[src/design/card_rx_pkg.sv]
// Constants and types shared by the card data receive controller
package card_rx_pkg;
  localparam int BYTE_W = 8;
  localparam int FLAG_W = 8;
  localparam int PTR_W = 4;
  localparam int HALF_CNT_W = 4;
  localparam int BLKCNT_W = 16;
  localparam int QUEUE_WIDTH = 8;
  localparam int QUEUE_DEPTH = 4;
  localparam logic [HALF_CNT_W-1:0] HALF_DEPTH = 4'h8;
  localparam logic [3:0] BIT_LAST = 4'h7;
  localparam logic [3:0] CRC_LAST = 4'hF;
  localparam logic [15:0] CRC_POLY = 16'h1021;
  localparam logic [15:0] CRC_INIT = 16'h0000;
  // Flag and mask bit positions
  localparam int FL_H1_EMPTY = 0;
  localparam int FL_H2_EMPTY = 1;
  localparam int FL_H1_FULL = 2;
  localparam int FL_H2_FULL = 3;
  localparam int FL_EOF = 4;
  localparam int FL_CMD_END = 5;
  localparam int FL_RESP_END = 6;
  localparam int FL_BUSY_CHG = 7;
  localparam logic [FLAG_W-1:0] FLAGS_RESET = 8'h00;
  typedef enum logic [2:0] {
    ST_IDLE = 3'b000,
    ST_WAIT = 3'b001,
    ST_DATA = 3'b010,
    ST_CRC = 3'b011,
    ST_END = 3'b100
  } rx_state_e;
endpackage

[src/design/card_data_rx_flow_irq.sv]
// Card data receiver: split FIFO, card clock flow control, interrupt flags
// How it works
// - Receiving only starts while the transfer direction bit is clear.
// - Completed received frame, block or stream, sets end-of-frame flag.
// - At end of frame, frame format status shows a valid end bit.
// - Block check status shows CRC16 result; stays clear for streams.
// - Data controller reset returns the receive state machine to idle.
// - Each data read pops one byte; software drains full halves by eight.
// - Flow control, transmit: stop card clock when both halves empty.
// - Flow control, transmit: restart card clock once either half not empty.
// - Flow control, receive: stop card clock when both halves full.
// - Flow control, receive: restart card clock once either half not full.
// - While the clock is stopped every card line holds its state.
// - Eight interrupt sources: busy, response, command, frame, half flags.
// - Each source has its own mask bit.
// - Interrupt raised for any unmasked set flag with global enable set.
// - Reading the flag register returns and clears the flags.
// - Sixteen byte FIFO built as two eight byte halves with flags.
// - Format bit clear selects stream, set selects block transfers.
// - Block length is two to the power of the length field.
`timescale 1ns/1ps

module byte_queue #(
  parameter int WIDTH = 8,
  parameter int DEPTH = 4
) (
  input wire logic clk_in,
  input wire logic rst_n_in,
  input wire logic flush_in,
  input wire logic in_valid_in,
  output logic in_ready_out,
  input wire logic [WIDTH-1:0] in_data_in,
  output logic out_valid_out,
  input wire logic out_ready_in,
  output logic [WIDTH-1:0] out_data_out
);
  localparam int AW = $clog2(DEPTH);
  logic [WIDTH-1:0] mem_reg [DEPTH];
  logic [AW-1:0] wr_reg;
  logic [AW-1:0] rd_reg;
  logic [AW:0] cnt_reg;
  wire wr_en = in_valid_in & in_ready_out;
  wire rd_en = out_valid_out & out_ready_in;
  assign in_ready_out = (cnt_reg != (AW+1)'(DEPTH));
  assign out_valid_out = (cnt_reg != '0);
  assign out_data_out = mem_reg[rd_reg];

  always_ff @(posedge clk_in)
  begin
    if (wr_en)
    begin
      mem_reg[wr_reg] <= in_data_in;
    end
  end

  always_ff @(posedge clk_in or negedge rst_n_in)
  begin
    if (!rst_n_in)
    begin
      wr_reg <= '0;
      rd_reg <= '0;
      cnt_reg <= '0;
    end
    else if (flush_in)
    begin
      wr_reg <= '0;
      rd_reg <= '0;
      cnt_reg <= '0;
    end
    else
    begin
      wr_reg <= wr_en ? AW'(wr_reg + 1'b1) : wr_reg;
      rd_reg <= rd_en ? AW'(rd_reg + 1'b1) : rd_reg;
      cnt_reg <= (AW+1)'(cnt_reg + wr_en - rd_en);
    end
  end
endmodule

module card_data_rx_flow_irq (
  input wire logic sys_clk_in,
  input wire logic rst_n_in,
  input wire logic card_clock_in,
  input wire logic card_dat_in,
  input wire logic transfer_direction_in,
  input wire logic stream_or_block_select_in,
  input wire logic [3:0] block_length_exponent_in,
  input wire logic flow_control_enable_in,
  input wire logic data_ctrl_reset_in,
  input wire logic rx_start_in,
  input wire logic stream_stop_in,
  input wire logic data_read_in,
  input wire logic flag_read_in,
  input wire logic busy_change_in,
  input wire logic resp_end_in,
  input wire logic cmd_end_in,
  input wire logic [card_rx_pkg::FLAG_W-1:0] card_irq_mask_reg_in,
  input wire logic irq_enable_in,
  output logic card_clock_out,
  output logic [card_rx_pkg::BYTE_W-1:0] card_data_port_out,
  output logic [card_rx_pkg::FLAG_W-1:0] card_irq_flag_reg_out,
  output logic frame_format_ok_out,
  output logic block_check_ok_out,
  output logic rx_busy_out,
  output logic irq_out
);
  import card_rx_pkg::*;

  logic rst_s1_reg;
  logic sys_rst_n;
  logic clk_s1_reg;
  logic clk_s2_reg;
  logic dat_s1_reg;
  logic dat_s2_reg;
  logic run_reg;
  logic follow_reg;
  rx_state_e state_reg;
  rx_state_e state_next;
  logic [3:0] bit_reg;
  logic [3:0] bit_next;
  logic [BLKCNT_W-1:0] byte_reg;
  logic [BLKCNT_W-1:0] byte_next;
  logic [BYTE_W-1:0] shift_reg;
  logic [BYTE_W-1:0] shift_next;
  logic [15:0] crc_reg;
  logic [15:0] crc_next;
  logic stop_reg;
  logic stop_next;
  logic done_reg;
  logic done_next;
  logic eof_reg;
  logic eof_next;
  logic fmt_next;
  logic crcok_next;
  logic [BYTE_W-1:0] mem_reg [2*HALF_DEPTH];
  logic [PTR_W-1:0] wptr_reg;
  logic [PTR_W-1:0] rptr_reg;
  logic [HALF_CNT_W-1:0] cnt_reg [2];
  logic [1:0] half_full;
  logic [1:0] half_empty;
  logic [3:0] cond_prev_reg;
  logic q_in_ready;
  logic q_out_valid;
  logic [BYTE_W-1:0] q_out_data;
  logic [FLAG_W-1:0] flags_next;

  // Reset release through two stages
  always_ff @(posedge sys_clk_in or negedge rst_n_in)
  begin
    if (!rst_n_in)
    begin
      rst_s1_reg <= 1'b0;
      sys_rst_n <= 1'b0;
    end
    else
    begin
      rst_s1_reg <= 1'b1;
      sys_rst_n <= rst_s1_reg;
    end
  end

  // Card clock and data line synchronisers
  always_ff @(posedge sys_clk_in or negedge sys_rst_n)
  begin
    if (!sys_rst_n)
    begin
      clk_s1_reg <= 1'b0;
      clk_s2_reg <= 1'b0;
      dat_s1_reg <= 1'b1;
      dat_s2_reg <= 1'b1;
    end
    else
    begin
      clk_s1_reg <= card_clock_in;
      clk_s2_reg <= clk_s1_reg;
      dat_s1_reg <= card_dat_in;
      dat_s2_reg <= dat_s1_reg;
    end
  end

  // Sample on rises of the emitted clock; rejoin the source only when phases agree,
  // so a restart never cuts a half period short before the card has moved its line
  wire clk_follow = run_reg & (follow_reg | (clk_s2_reg == card_clock_out));
  wire clock_rise = clk_follow & clk_s2_reg & ~card_clock_out;
  wire is_block = stream_or_block_select_in;
  wire [BLKCNT_W-1:0] blk_last = BLKCNT_W'((17'h00001 << block_length_exponent_in) - 17'h00001);
  wire [15:0] crc_step = {crc_reg[14:0], 1'b0} ^ ({16{crc_reg[15] ^ dat_s2_reg}} & CRC_POLY);
  wire data_last = is_block ? (byte_reg == blk_last) : stop_reg;

  always_comb
  begin
    state_next = state_reg;
    bit_next = bit_reg;
    byte_next = byte_reg;
    shift_next = shift_reg;
    crc_next = crc_reg;
    stop_next = stop_reg | stream_stop_in;
    done_next = 1'b0;
    eof_next = 1'b0;
    fmt_next = frame_format_ok_out;
    crcok_next = block_check_ok_out;
    case (state_reg)
      ST_IDLE:
      begin
        if (rx_start_in & ~transfer_direction_in)
        begin
          state_next = ST_WAIT;
          bit_next = 4'h0;
          byte_next = '0;
          crc_next = CRC_INIT;
          stop_next = 1'b0;
        end
      end
      ST_WAIT:
      begin
        if (clock_rise & ~dat_s2_reg)
        begin
          state_next = ST_DATA;
        end
      end
      ST_DATA:
      begin
        if (clock_rise)
        begin
          shift_next = {shift_reg[BYTE_W-2:0], dat_s2_reg};
          crc_next = crc_step;
          bit_next = 4'(bit_reg + 4'h1);
          if (bit_reg == BIT_LAST)
          begin
            bit_next = 4'h0;
            done_next = 1'b1;
            byte_next = BLKCNT_W'(byte_reg + 1'b1);
            // Block ends at length, stream on stop
            if (data_last)
            begin
              state_next = is_block ? ST_CRC : ST_END;
            end
          end
        end
      end
      ST_CRC:
      begin
        if (clock_rise)
        begin
          crc_next = crc_step;
          bit_next = 4'(bit_reg + 4'h1);
          if (bit_reg == CRC_LAST)
          begin
            state_next = ST_END;
          end
        end
      end
      ST_END:
      begin
        if (clock_rise)
        begin
          eof_next = 1'b1;
          fmt_next = dat_s2_reg;
          crcok_next = is_block & (crc_reg == CRC_INIT);
          state_next = ST_IDLE;
        end
      end
      default:
      begin
        state_next = ST_IDLE;
      end
    endcase
    if (data_ctrl_reset_in)
    begin
      state_next = ST_IDLE;
    end
  end

  always_ff @(posedge sys_clk_in or negedge sys_rst_n)
  begin
    if (!sys_rst_n)
    begin
      state_reg <= ST_IDLE;
      bit_reg <= 4'h0;
      byte_reg <= '0;
      shift_reg <= 8'h00;
      crc_reg <= CRC_INIT;
      stop_reg <= 1'b0;
      done_reg <= 1'b0;
      eof_reg <= 1'b0;
      frame_format_ok_out <= 1'b0;
      block_check_ok_out <= 1'b0;
      rx_busy_out <= 1'b0;
    end
    else
    begin
      state_reg <= state_next;
      bit_reg <= bit_next;
      byte_reg <= byte_next;
      shift_reg <= shift_next;
      crc_reg <= crc_next;
      stop_reg <= stop_next;
      done_reg <= done_next;
      eof_reg <= eof_next;
      frame_format_ok_out <= fmt_next;
      block_check_ok_out <= crcok_next;
      rx_busy_out <= (state_next != ST_IDLE);
    end
  end

  // Small queue absorbs a byte while the half store is busy
  byte_queue #(
    .WIDTH(QUEUE_WIDTH),
    .DEPTH(QUEUE_DEPTH)
  ) u_queue (
    .clk_in(sys_clk_in),
    .rst_n_in(sys_rst_n),
    .flush_in(data_ctrl_reset_in),
    .in_valid_in(done_reg),
    .in_ready_out(q_in_ready),
    .in_data_in(shift_reg),
    .out_valid_out(q_out_valid),
    .out_ready_in(~half_full[wptr_reg[PTR_W-1]]),
    .out_data_out(q_out_data)
  );

  wire push = q_out_valid & ~half_full[wptr_reg[PTR_W-1]];
  wire pop = data_read_in & ~half_empty[rptr_reg[PTR_W-1]];

  for (genvar h = 0; h < 2; h++)
  begin : g_half
    assign half_full[h] = (cnt_reg[h] == HALF_DEPTH);
    assign half_empty[h] = (cnt_reg[h] == 4'h0);
    wire inc = push & (wptr_reg[PTR_W-1] == 1'(h));
    wire dec = pop & (rptr_reg[PTR_W-1] == 1'(h));
    always_ff @(posedge sys_clk_in or negedge sys_rst_n)
    begin
      if (!sys_rst_n)
      begin
        cnt_reg[h] <= 4'h0;
      end
      else
      begin
        cnt_reg[h] <= data_ctrl_reset_in ? 4'h0 : 4'(cnt_reg[h] + inc - dec);
      end
    end
  end

  always_ff @(posedge sys_clk_in)
  begin
    if (push)
    begin
      mem_reg[wptr_reg] <= q_out_data;
    end
  end

  always_ff @(posedge sys_clk_in or negedge sys_rst_n)
  begin
    if (!sys_rst_n)
    begin
      wptr_reg <= 4'h0;
      rptr_reg <= 4'h0;
      card_data_port_out <= 8'h00;
    end
    else
    begin
      wptr_reg <= data_ctrl_reset_in ? 4'h0 : (push ? 4'(wptr_reg + 4'h1) : wptr_reg);
      rptr_reg <= data_ctrl_reset_in ? 4'h0 : (pop ? 4'(rptr_reg + 4'h1) : rptr_reg);
      card_data_port_out <= pop ? mem_reg[rptr_reg] : card_data_port_out;
    end
  end

  wire stop_rx = ~transfer_direction_in & half_full[0] & half_full[1];
  wire stop_tx = transfer_direction_in & half_empty[0] & half_empty[1];
  wire run_next = ~flow_control_enable_in | (~stop_rx & ~stop_tx & q_in_ready);

  // Event sources; half flags set on entry to the condition
  wire [3:0] cond = {half_full[1], half_full[0], half_empty[1], half_empty[0]};
  wire [FLAG_W-1:0] set_vec = {busy_change_in, resp_end_in, cmd_end_in, eof_reg, cond & ~cond_prev_reg};
  // Read clears, a same-cycle event still sets
  assign flags_next = (card_irq_flag_reg_out & ~{FLAG_W{flag_read_in}}) | set_vec;
  wire irq_next = irq_enable_in & (|(flags_next & ~card_irq_mask_reg_in));

  always_ff @(posedge sys_clk_in or negedge sys_rst_n)
  begin
    if (!sys_rst_n)
    begin
      run_reg <= 1'b1;
      follow_reg <= 1'b0;
      card_clock_out <= 1'b0;
      cond_prev_reg <= 4'hF;
      card_irq_flag_reg_out <= FLAGS_RESET;
      irq_out <= 1'b0;
    end
    else
    begin
      run_reg <= run_next;
      follow_reg <= clk_follow;
      card_clock_out <= clk_follow ? clk_s2_reg : card_clock_out;
      cond_prev_reg <= cond;
      card_irq_flag_reg_out <= flags_next;
      irq_out <= irq_next;
    end
  end
endmodule

[config.mk]
export PLATFORM = sky130hd
export DESIGN_NAME = card_data_rx_flow_irq
export DESIGN_NICKNAME = d
export VERILOG_FILES = /design/src/design/card_rx_pkg.sv /design/src/design/card_data_rx_flow_irq.sv
export SDC_FILE = /design/constraint.sdc
export NUM_CORES = 1
export LEC_CHECK = 0
export ABC_AREA = 1
export BUFFER_PORTS_ARGS = -buffer_cell sky130_fd_sc_hd__buf_2
export CAP_MARGIN = 0
export CORE_ASPECT_RATIO = 1.1
export CORE_UTILIZATION = 65
export DETAILED_ROUTE_END_ITERATION = 7
export MAX_ROUTING_LAYER = met4
export PLACE_DENSITY = 0.83
export SKIP_CTS_REPAIR_TIMING = 1
export SYNTH_ARGS = -nofsm -noshare
export SYNTH_HDL_FRONTEND = slang
export SYNTH_SLANG_ARGS = --single-unit
[constraint.sdc]
create_clock -name sys_clk_in -period 7.2 [get_ports sys_clk_in]
set_input_delay 1.8 -clock sys_clk_in [delete_from_list [all_inputs] [get_ports sys_clk_in]]
set_output_delay 1.8 -clock sys_clk_in [all_outputs]
set_load 0.05 [all_outputs]
# Yosys cells after proc, flatten, opt, wreduce, memory -nomap -nowiden
# Memory sizes are Yosys's and may differ from the RTL's. A register that Yosys moved wholly into a read port is not among the register bits.
# Cells that the tools add are included.
# totals
register_bits	98
ramBits	160
mem_count	2
# classes
addsub	13
order_cmp	2
eq_ne	16
shift	1
n_mux	49
bitwise	42
reduce_logical	20
# memory_table
memory	words	word_bits	rd	rd_ports_with_merged_regs	wr	line_no	source
mem_reg	16	8	1	1	1	card_data_rx_flow_irq.sv:134	logic [BYTE_W-1:0] mem_reg [2*HALF_DEPTH];
u_queue.mem_reg	4	8	1	0	1	card_data_rx_flow_irq.sv:38	logic [WIDTH-1:0] mem_reg [DEPTH];
# ops
operator	count
16-bit two-way mux	4
16-bit case mux with 2 select lines	2
4-bit two-way mux	10
3-bit two-way mux	11
1-bit AND	20
16-bit by 1-bit adder with 16-bit output, second input constant	1
8-bit AND	2
16-bit equality test	1
16-bit zero test	1
1-bit two-way mux	16
8-bit inverter	2
1-bit by 4-bit << shifter with 16-bit output, first input constant	1
16-bit by 1-bit subtractor with 16-bit output, second input constant	1
16-bit by 13-bit bitwise XOR with 16-bit output	1
3-bit case mux with 5 select lines	1
4-bit by 1-bit adder with 4-bit output, second input constant	3
4-bit equality test, second input constant	3
4-bit case mux with 3 select lines	1
1-bit inverter	10
2-bit nonzero test	5
3-bit nonzero test	3
4-bit by 1-bit adder with 4-bit output	2
4-bit zero test	2
2-bit two-way mux	4
25 further kinds	36

# Depth between registers and ports, before layout
# depth
ltp_word	10
mapped_depth	19
ltp_nobuf	18

# Hierarchy
# From an unflattened synthesis, not the netlist that was laid out.
# unflattened
cells_unflattened	1094
area_unflattened_um2	11762.5
# by_module_without_submodules
module	n_inst	cells_per_inst	area_each_um2
card_data_rx_flow_irq	1	956	10068.4
byte_queue	1	138	1694.1

# Least setup slack after synthesis
# Ideal clock, no wire load.
# synth_path
kind	input-to-reg
startpoint	input data_read_in
endpoint	register cnt_reg[5] in the netlist's numbering
setup_time_ns	0.132
t_arrival_ns	3.466
t_required_ns	7.068
path_slack_ns	3.603
cell_stages	10
n_path_buf	0
path_cell_list	o21ai_0 > nor2_1 > inv_1 > nor2_1 > ha_1 > inv_1 > ha_1 > fa_1 > inv_1 > nor2_1
# synth_between
elab_chain_cells	4
# synth_lines
item	line_no	source
from (decl)	card_data_rx_flow_irq.sv:91	input wire logic data_read_in,
1-bit AND	card_data_rx_flow_irq.sv:322	wire pop = data_read_in & ~half_empty[rptr_reg[PTR_W-1]];
1-bit AND	card_data_rx_flow_irq.sv:329	wire dec = pop & (rptr_reg[PTR_W-1] == 1'(h));
4-bit by 1-bit subtractor with 4-bit output	card_data_rx_flow_irq.sv:338	cnt_reg[h] <= data_ctrl_reset_in ? 4'h0 : 4'(cnt_reg[h] + inc - dec);
4-bit two-way mux	card_data_rx_flow_irq.sv:338	
to (signal, indexed assignment)	card_data_rx_flow_irq.sv:338	
to (decl)	card_data_rx_flow_irq.sv:137	logic [HALF_CNT_W-1:0] cnt_reg [2];
# No other way between the ends.
# A chain may end at the register's enable or synchronous reset.

# Worst setup path in the final report
# layout_path
startpoint	input data_read_in
endpoint	register cnt_reg[6] in the netlist's numbering
# Same word-level chain as after synthesis.

==> impl_metrics.yaml <==
synth:
  seq_area_frac_synth_pct: 63.6
  synth-compound-area-share_pct: 10.5
  ys.warnings.count: 0
  synth_xor_xnor_area_share_pct: 0.522
  avgSynthCellArea_um2: 10.7
  synthDistinctLibCells: 48
  synthAdderAreaFrac_pct: 3.28
  netlist_area_um2: 11700
  yosys_register_bits: 266
  netlist_instances: 1102
  synthSimpleGateAreaFrac_pct: 15.5
  synthMuxAreaShare_pct: 1.12
  synth_nets: 1159
  synth_top_family_by_area: "simple AND/OR/NAND/NOR gates"
drt:
  drtIter0Drc: 554
  num_vias: 8103
  routed.top_layer: "met4"
  wl_met3_um: 1170
  drt-met1-wl_um: 9840
  via_per_inst: 5.74
  met2_length_um: 12400
  wl_per_cell_um: 17.3
  drt_wl_total_um: 24400
  drc_errors: 0
  firstDrtPassIters: 5
  ant_nets: 0
sta:
  worst_slew_pin_slew_ns: 0.997
  clock-skew-final_ns: 0.00643
  hold_viol: 0
  period_share_pct: 51.9
  setup_viol: 0
  slew_headroom_pct: 33.6
  min_period_ns: 3.74
  fin_tns_setup_ns: 0
  rsz0062_at_grt: "false"
  whs_ns: 0.349
  max_freq_ghz: 0.267
  slew_violations: 0
  setup_ws_ns: 3.46
cts:
  cts_max_path_buffers: 3
  cts.sink_count: 266
  htree_levels: 1
  cts_root_buf: "clkbuf_16"
  clk_pin_slew_ns: 0.06
  clk_latency_ns: 0.53
  cts_made_buffers: 26
  cts_tree: "yes"
worst_hold_path:
  min_path_type: "register to async pin"
critical_path:
  r2r_slack_ns: 4.02
  r2r_start: "cnt_reg[2]"
  critical_path.top_delay_family: "simple AND/OR/NAND/NOR gates"
  cp_max_fo: 12
  reg2reg_depth: 13
  crit_buf_inv: 3
  cp.required_ns: 7.61
  worst_setup_path_start_kind: "input pin"
  endpoint_kind: "register"
  crit_chain: "buf_2 -> o21ai_0 -> nor2_1 -> inv_1 -> nor2_1 -> ha_1 -> inv_1 -> ha_1 -> fa_1 -> xnor2_1 -> nor2_1"
  critPathArrivalTime_ns: 4.14
  cp_slowest_cell: "nor2_1"
  crit_top_cell: "nor2_1"
  cp-startpoint: "data_read_in"
  r2r_end: "cnt_reg[6]"
  cpPeakStageDelay_ns: 0.50
  crit_type: "input pin to register"
  cp.depth: 11
  crit_end: "cnt_reg[6]"
power:
  leakage_nw: 5.43
  power_frac_clock_pct: 30.8
  max-vdd-ir-drop_mv: 0.228
  power_frac_comb_pct: 23.7
  p_int_mw: 3.10
  power_density_nw_per_um2: 348
  p_sw_mw: 1.47
  p_sw_share_pct: 32.1
  seqPwrFrac_pct: 45.4
floorplanning:
  die_w_um: 130
  ios: 49
  die-area_um2: 18600
  core_um2: 17700
  die_height_um: 143
  initial_core_util_pct: 66.4
  row_count: 51
layout:
  final_common_cell: "nand2_1"
  area_growth_syn_to_layout_pct: 11.9
  largest_reg_flops: 128
  fin_util_pct: 74.3
  final_cell_mix: "nand2_1 (170), edfxtp_1 (160), nor2_1 (158), inv_1 (115), dfrtp_1 (97)"
  instances_no_fill: 1412
  num_antenna_cells: 0
  nNetsFinal: 1211
  final_layout_size_suffix_gt1_share_pct: 12.7
placement:
  dpl.hpwl_um: 15500
  dp.cells: 1364
  gp_congestion: 0.898
  io_buffers: 48
  dp_slack_ns: 3.02
global_routing:
  antenna_found_initial: 0
  grt_pass1_vias: 7917
  grt_use_total_pct: 28.6
  grt_remaining_overflow: 0
  grt_max_degree: 67
  grt_pass1_wl_um: 39400
flow_run:
  maxCapViolCount: 0
outcome:
  status: "finished, final reports clean"
[cells by family after synthesis]
logic type | Yosys count
AO/OA/AOI/OAI | 204
XOR/XNOR | 7
adder cells (fa/ha/maj) | 29
buffers and inverters | 167
flip-flops | 266
multiplexers | 13
other | 1
AND/OR/NAND/NOR | 415
[cell type report]
cell class / instances / area [µm²]
inverter: 130 / 488
clock buffer: 37 / 752
sequential: 266 / 7470
multi-input combinational: 669 / 3630
fill: 1216 / 4540
timing repair buffer: 61 / 338
clock inverter: 11 / 159
tap: 238 / 298
[how the worst min path moves through the flow]
stage,start,to,depth (start not counted)
floorplan,clk_s1_reg,clk_s2_reg,0
global placement,rst_s1_reg,sys_rst_n,0
detailed placement,clk_s1_reg,clk_s2_reg,0
CTS,rst_s1_reg,sys_rst_n,0
global route,dat_s1_reg,dat_s2_reg,0
finish,sys_rst_n,block_check_ok_out,0
[metrics by stage]
step                      cell area (µm²)  total power, mW
after floorplan                     11700             2.81
after global placement              12200             3.12
after detailed placement            12200             3.16
after CTS                           13100             4.58
after global routing                13100             4.78
final                               13100             4.57
[layer usage]
layer	vias up	GRT usage, %
met5	-	-
met4	0	11.6
met3	69	3.11
met2	260	48.5
met1	3886	35.1
li1	3888	-
[cell usage after synthesis, drive strengths merged]
| library cell | instances | area, µm² |
|---|---|---|
| nand2 | 175 | 674 |
| nor2 | 168 | 708 |
| edfxtp | 160 | 4800 |
| inv | 128 | 480 |
| dfrtp | 99 | 2480 |
| o21ai | 89 | 453 |
| a21oi | 38 | 190 |
| nand3 | 38 | 203 |
| clkbuf | 27 | 101 |
| ha | 26 | 325 |
| o22ai | 26 | 163 |
| o32ai | 22 | 193 |
| nor3 | 15 | 86.3 |
| nand4 | 14 | 109 |
| mux2i | 12 | 120 |
| o221ai | 12 | 105 |
| buf | 10 | 53.8 |
| dfstp | 7 | 184 |
| o211ai | 5 | 37.5 |
| o21bai | 5 | 37.5 |
| nor4 | 4 | 31.3 |
| xnor2 | 4 | 35.0 |
| fa | 3 | 60.1 |
| xor2 | 3 | 26.3 |
| a211oi | 2 | 15.0 |
| a21o | 2 | 15.0 |
| clkinv | 2 | 7.51 |
| conb | 1 | 3.75 |
| mux2 | 1 | 11.3 |
| nand3b | 1 | 7.51 |
| o21a | 1 | 7.51 |
| o31a | 1 | 8.76 |
| o31ai | 1 | 7.51 |
[power by group through the flow]
stage | registers (mW) | clock network (mW) | logic, mW
floorplan | 2.17 | 0 | 0.638
global placement | 2.10 | 0 | 1.02
detailed placement | 2.10 | 0 | 1.06
CTS | 2.07 | 1.43 | 1.08
global route | 2.10 | 1.48 | 1.20
finish | 2.08 | 1.41 | 1.08
Power figures use the tool's default switching activity.
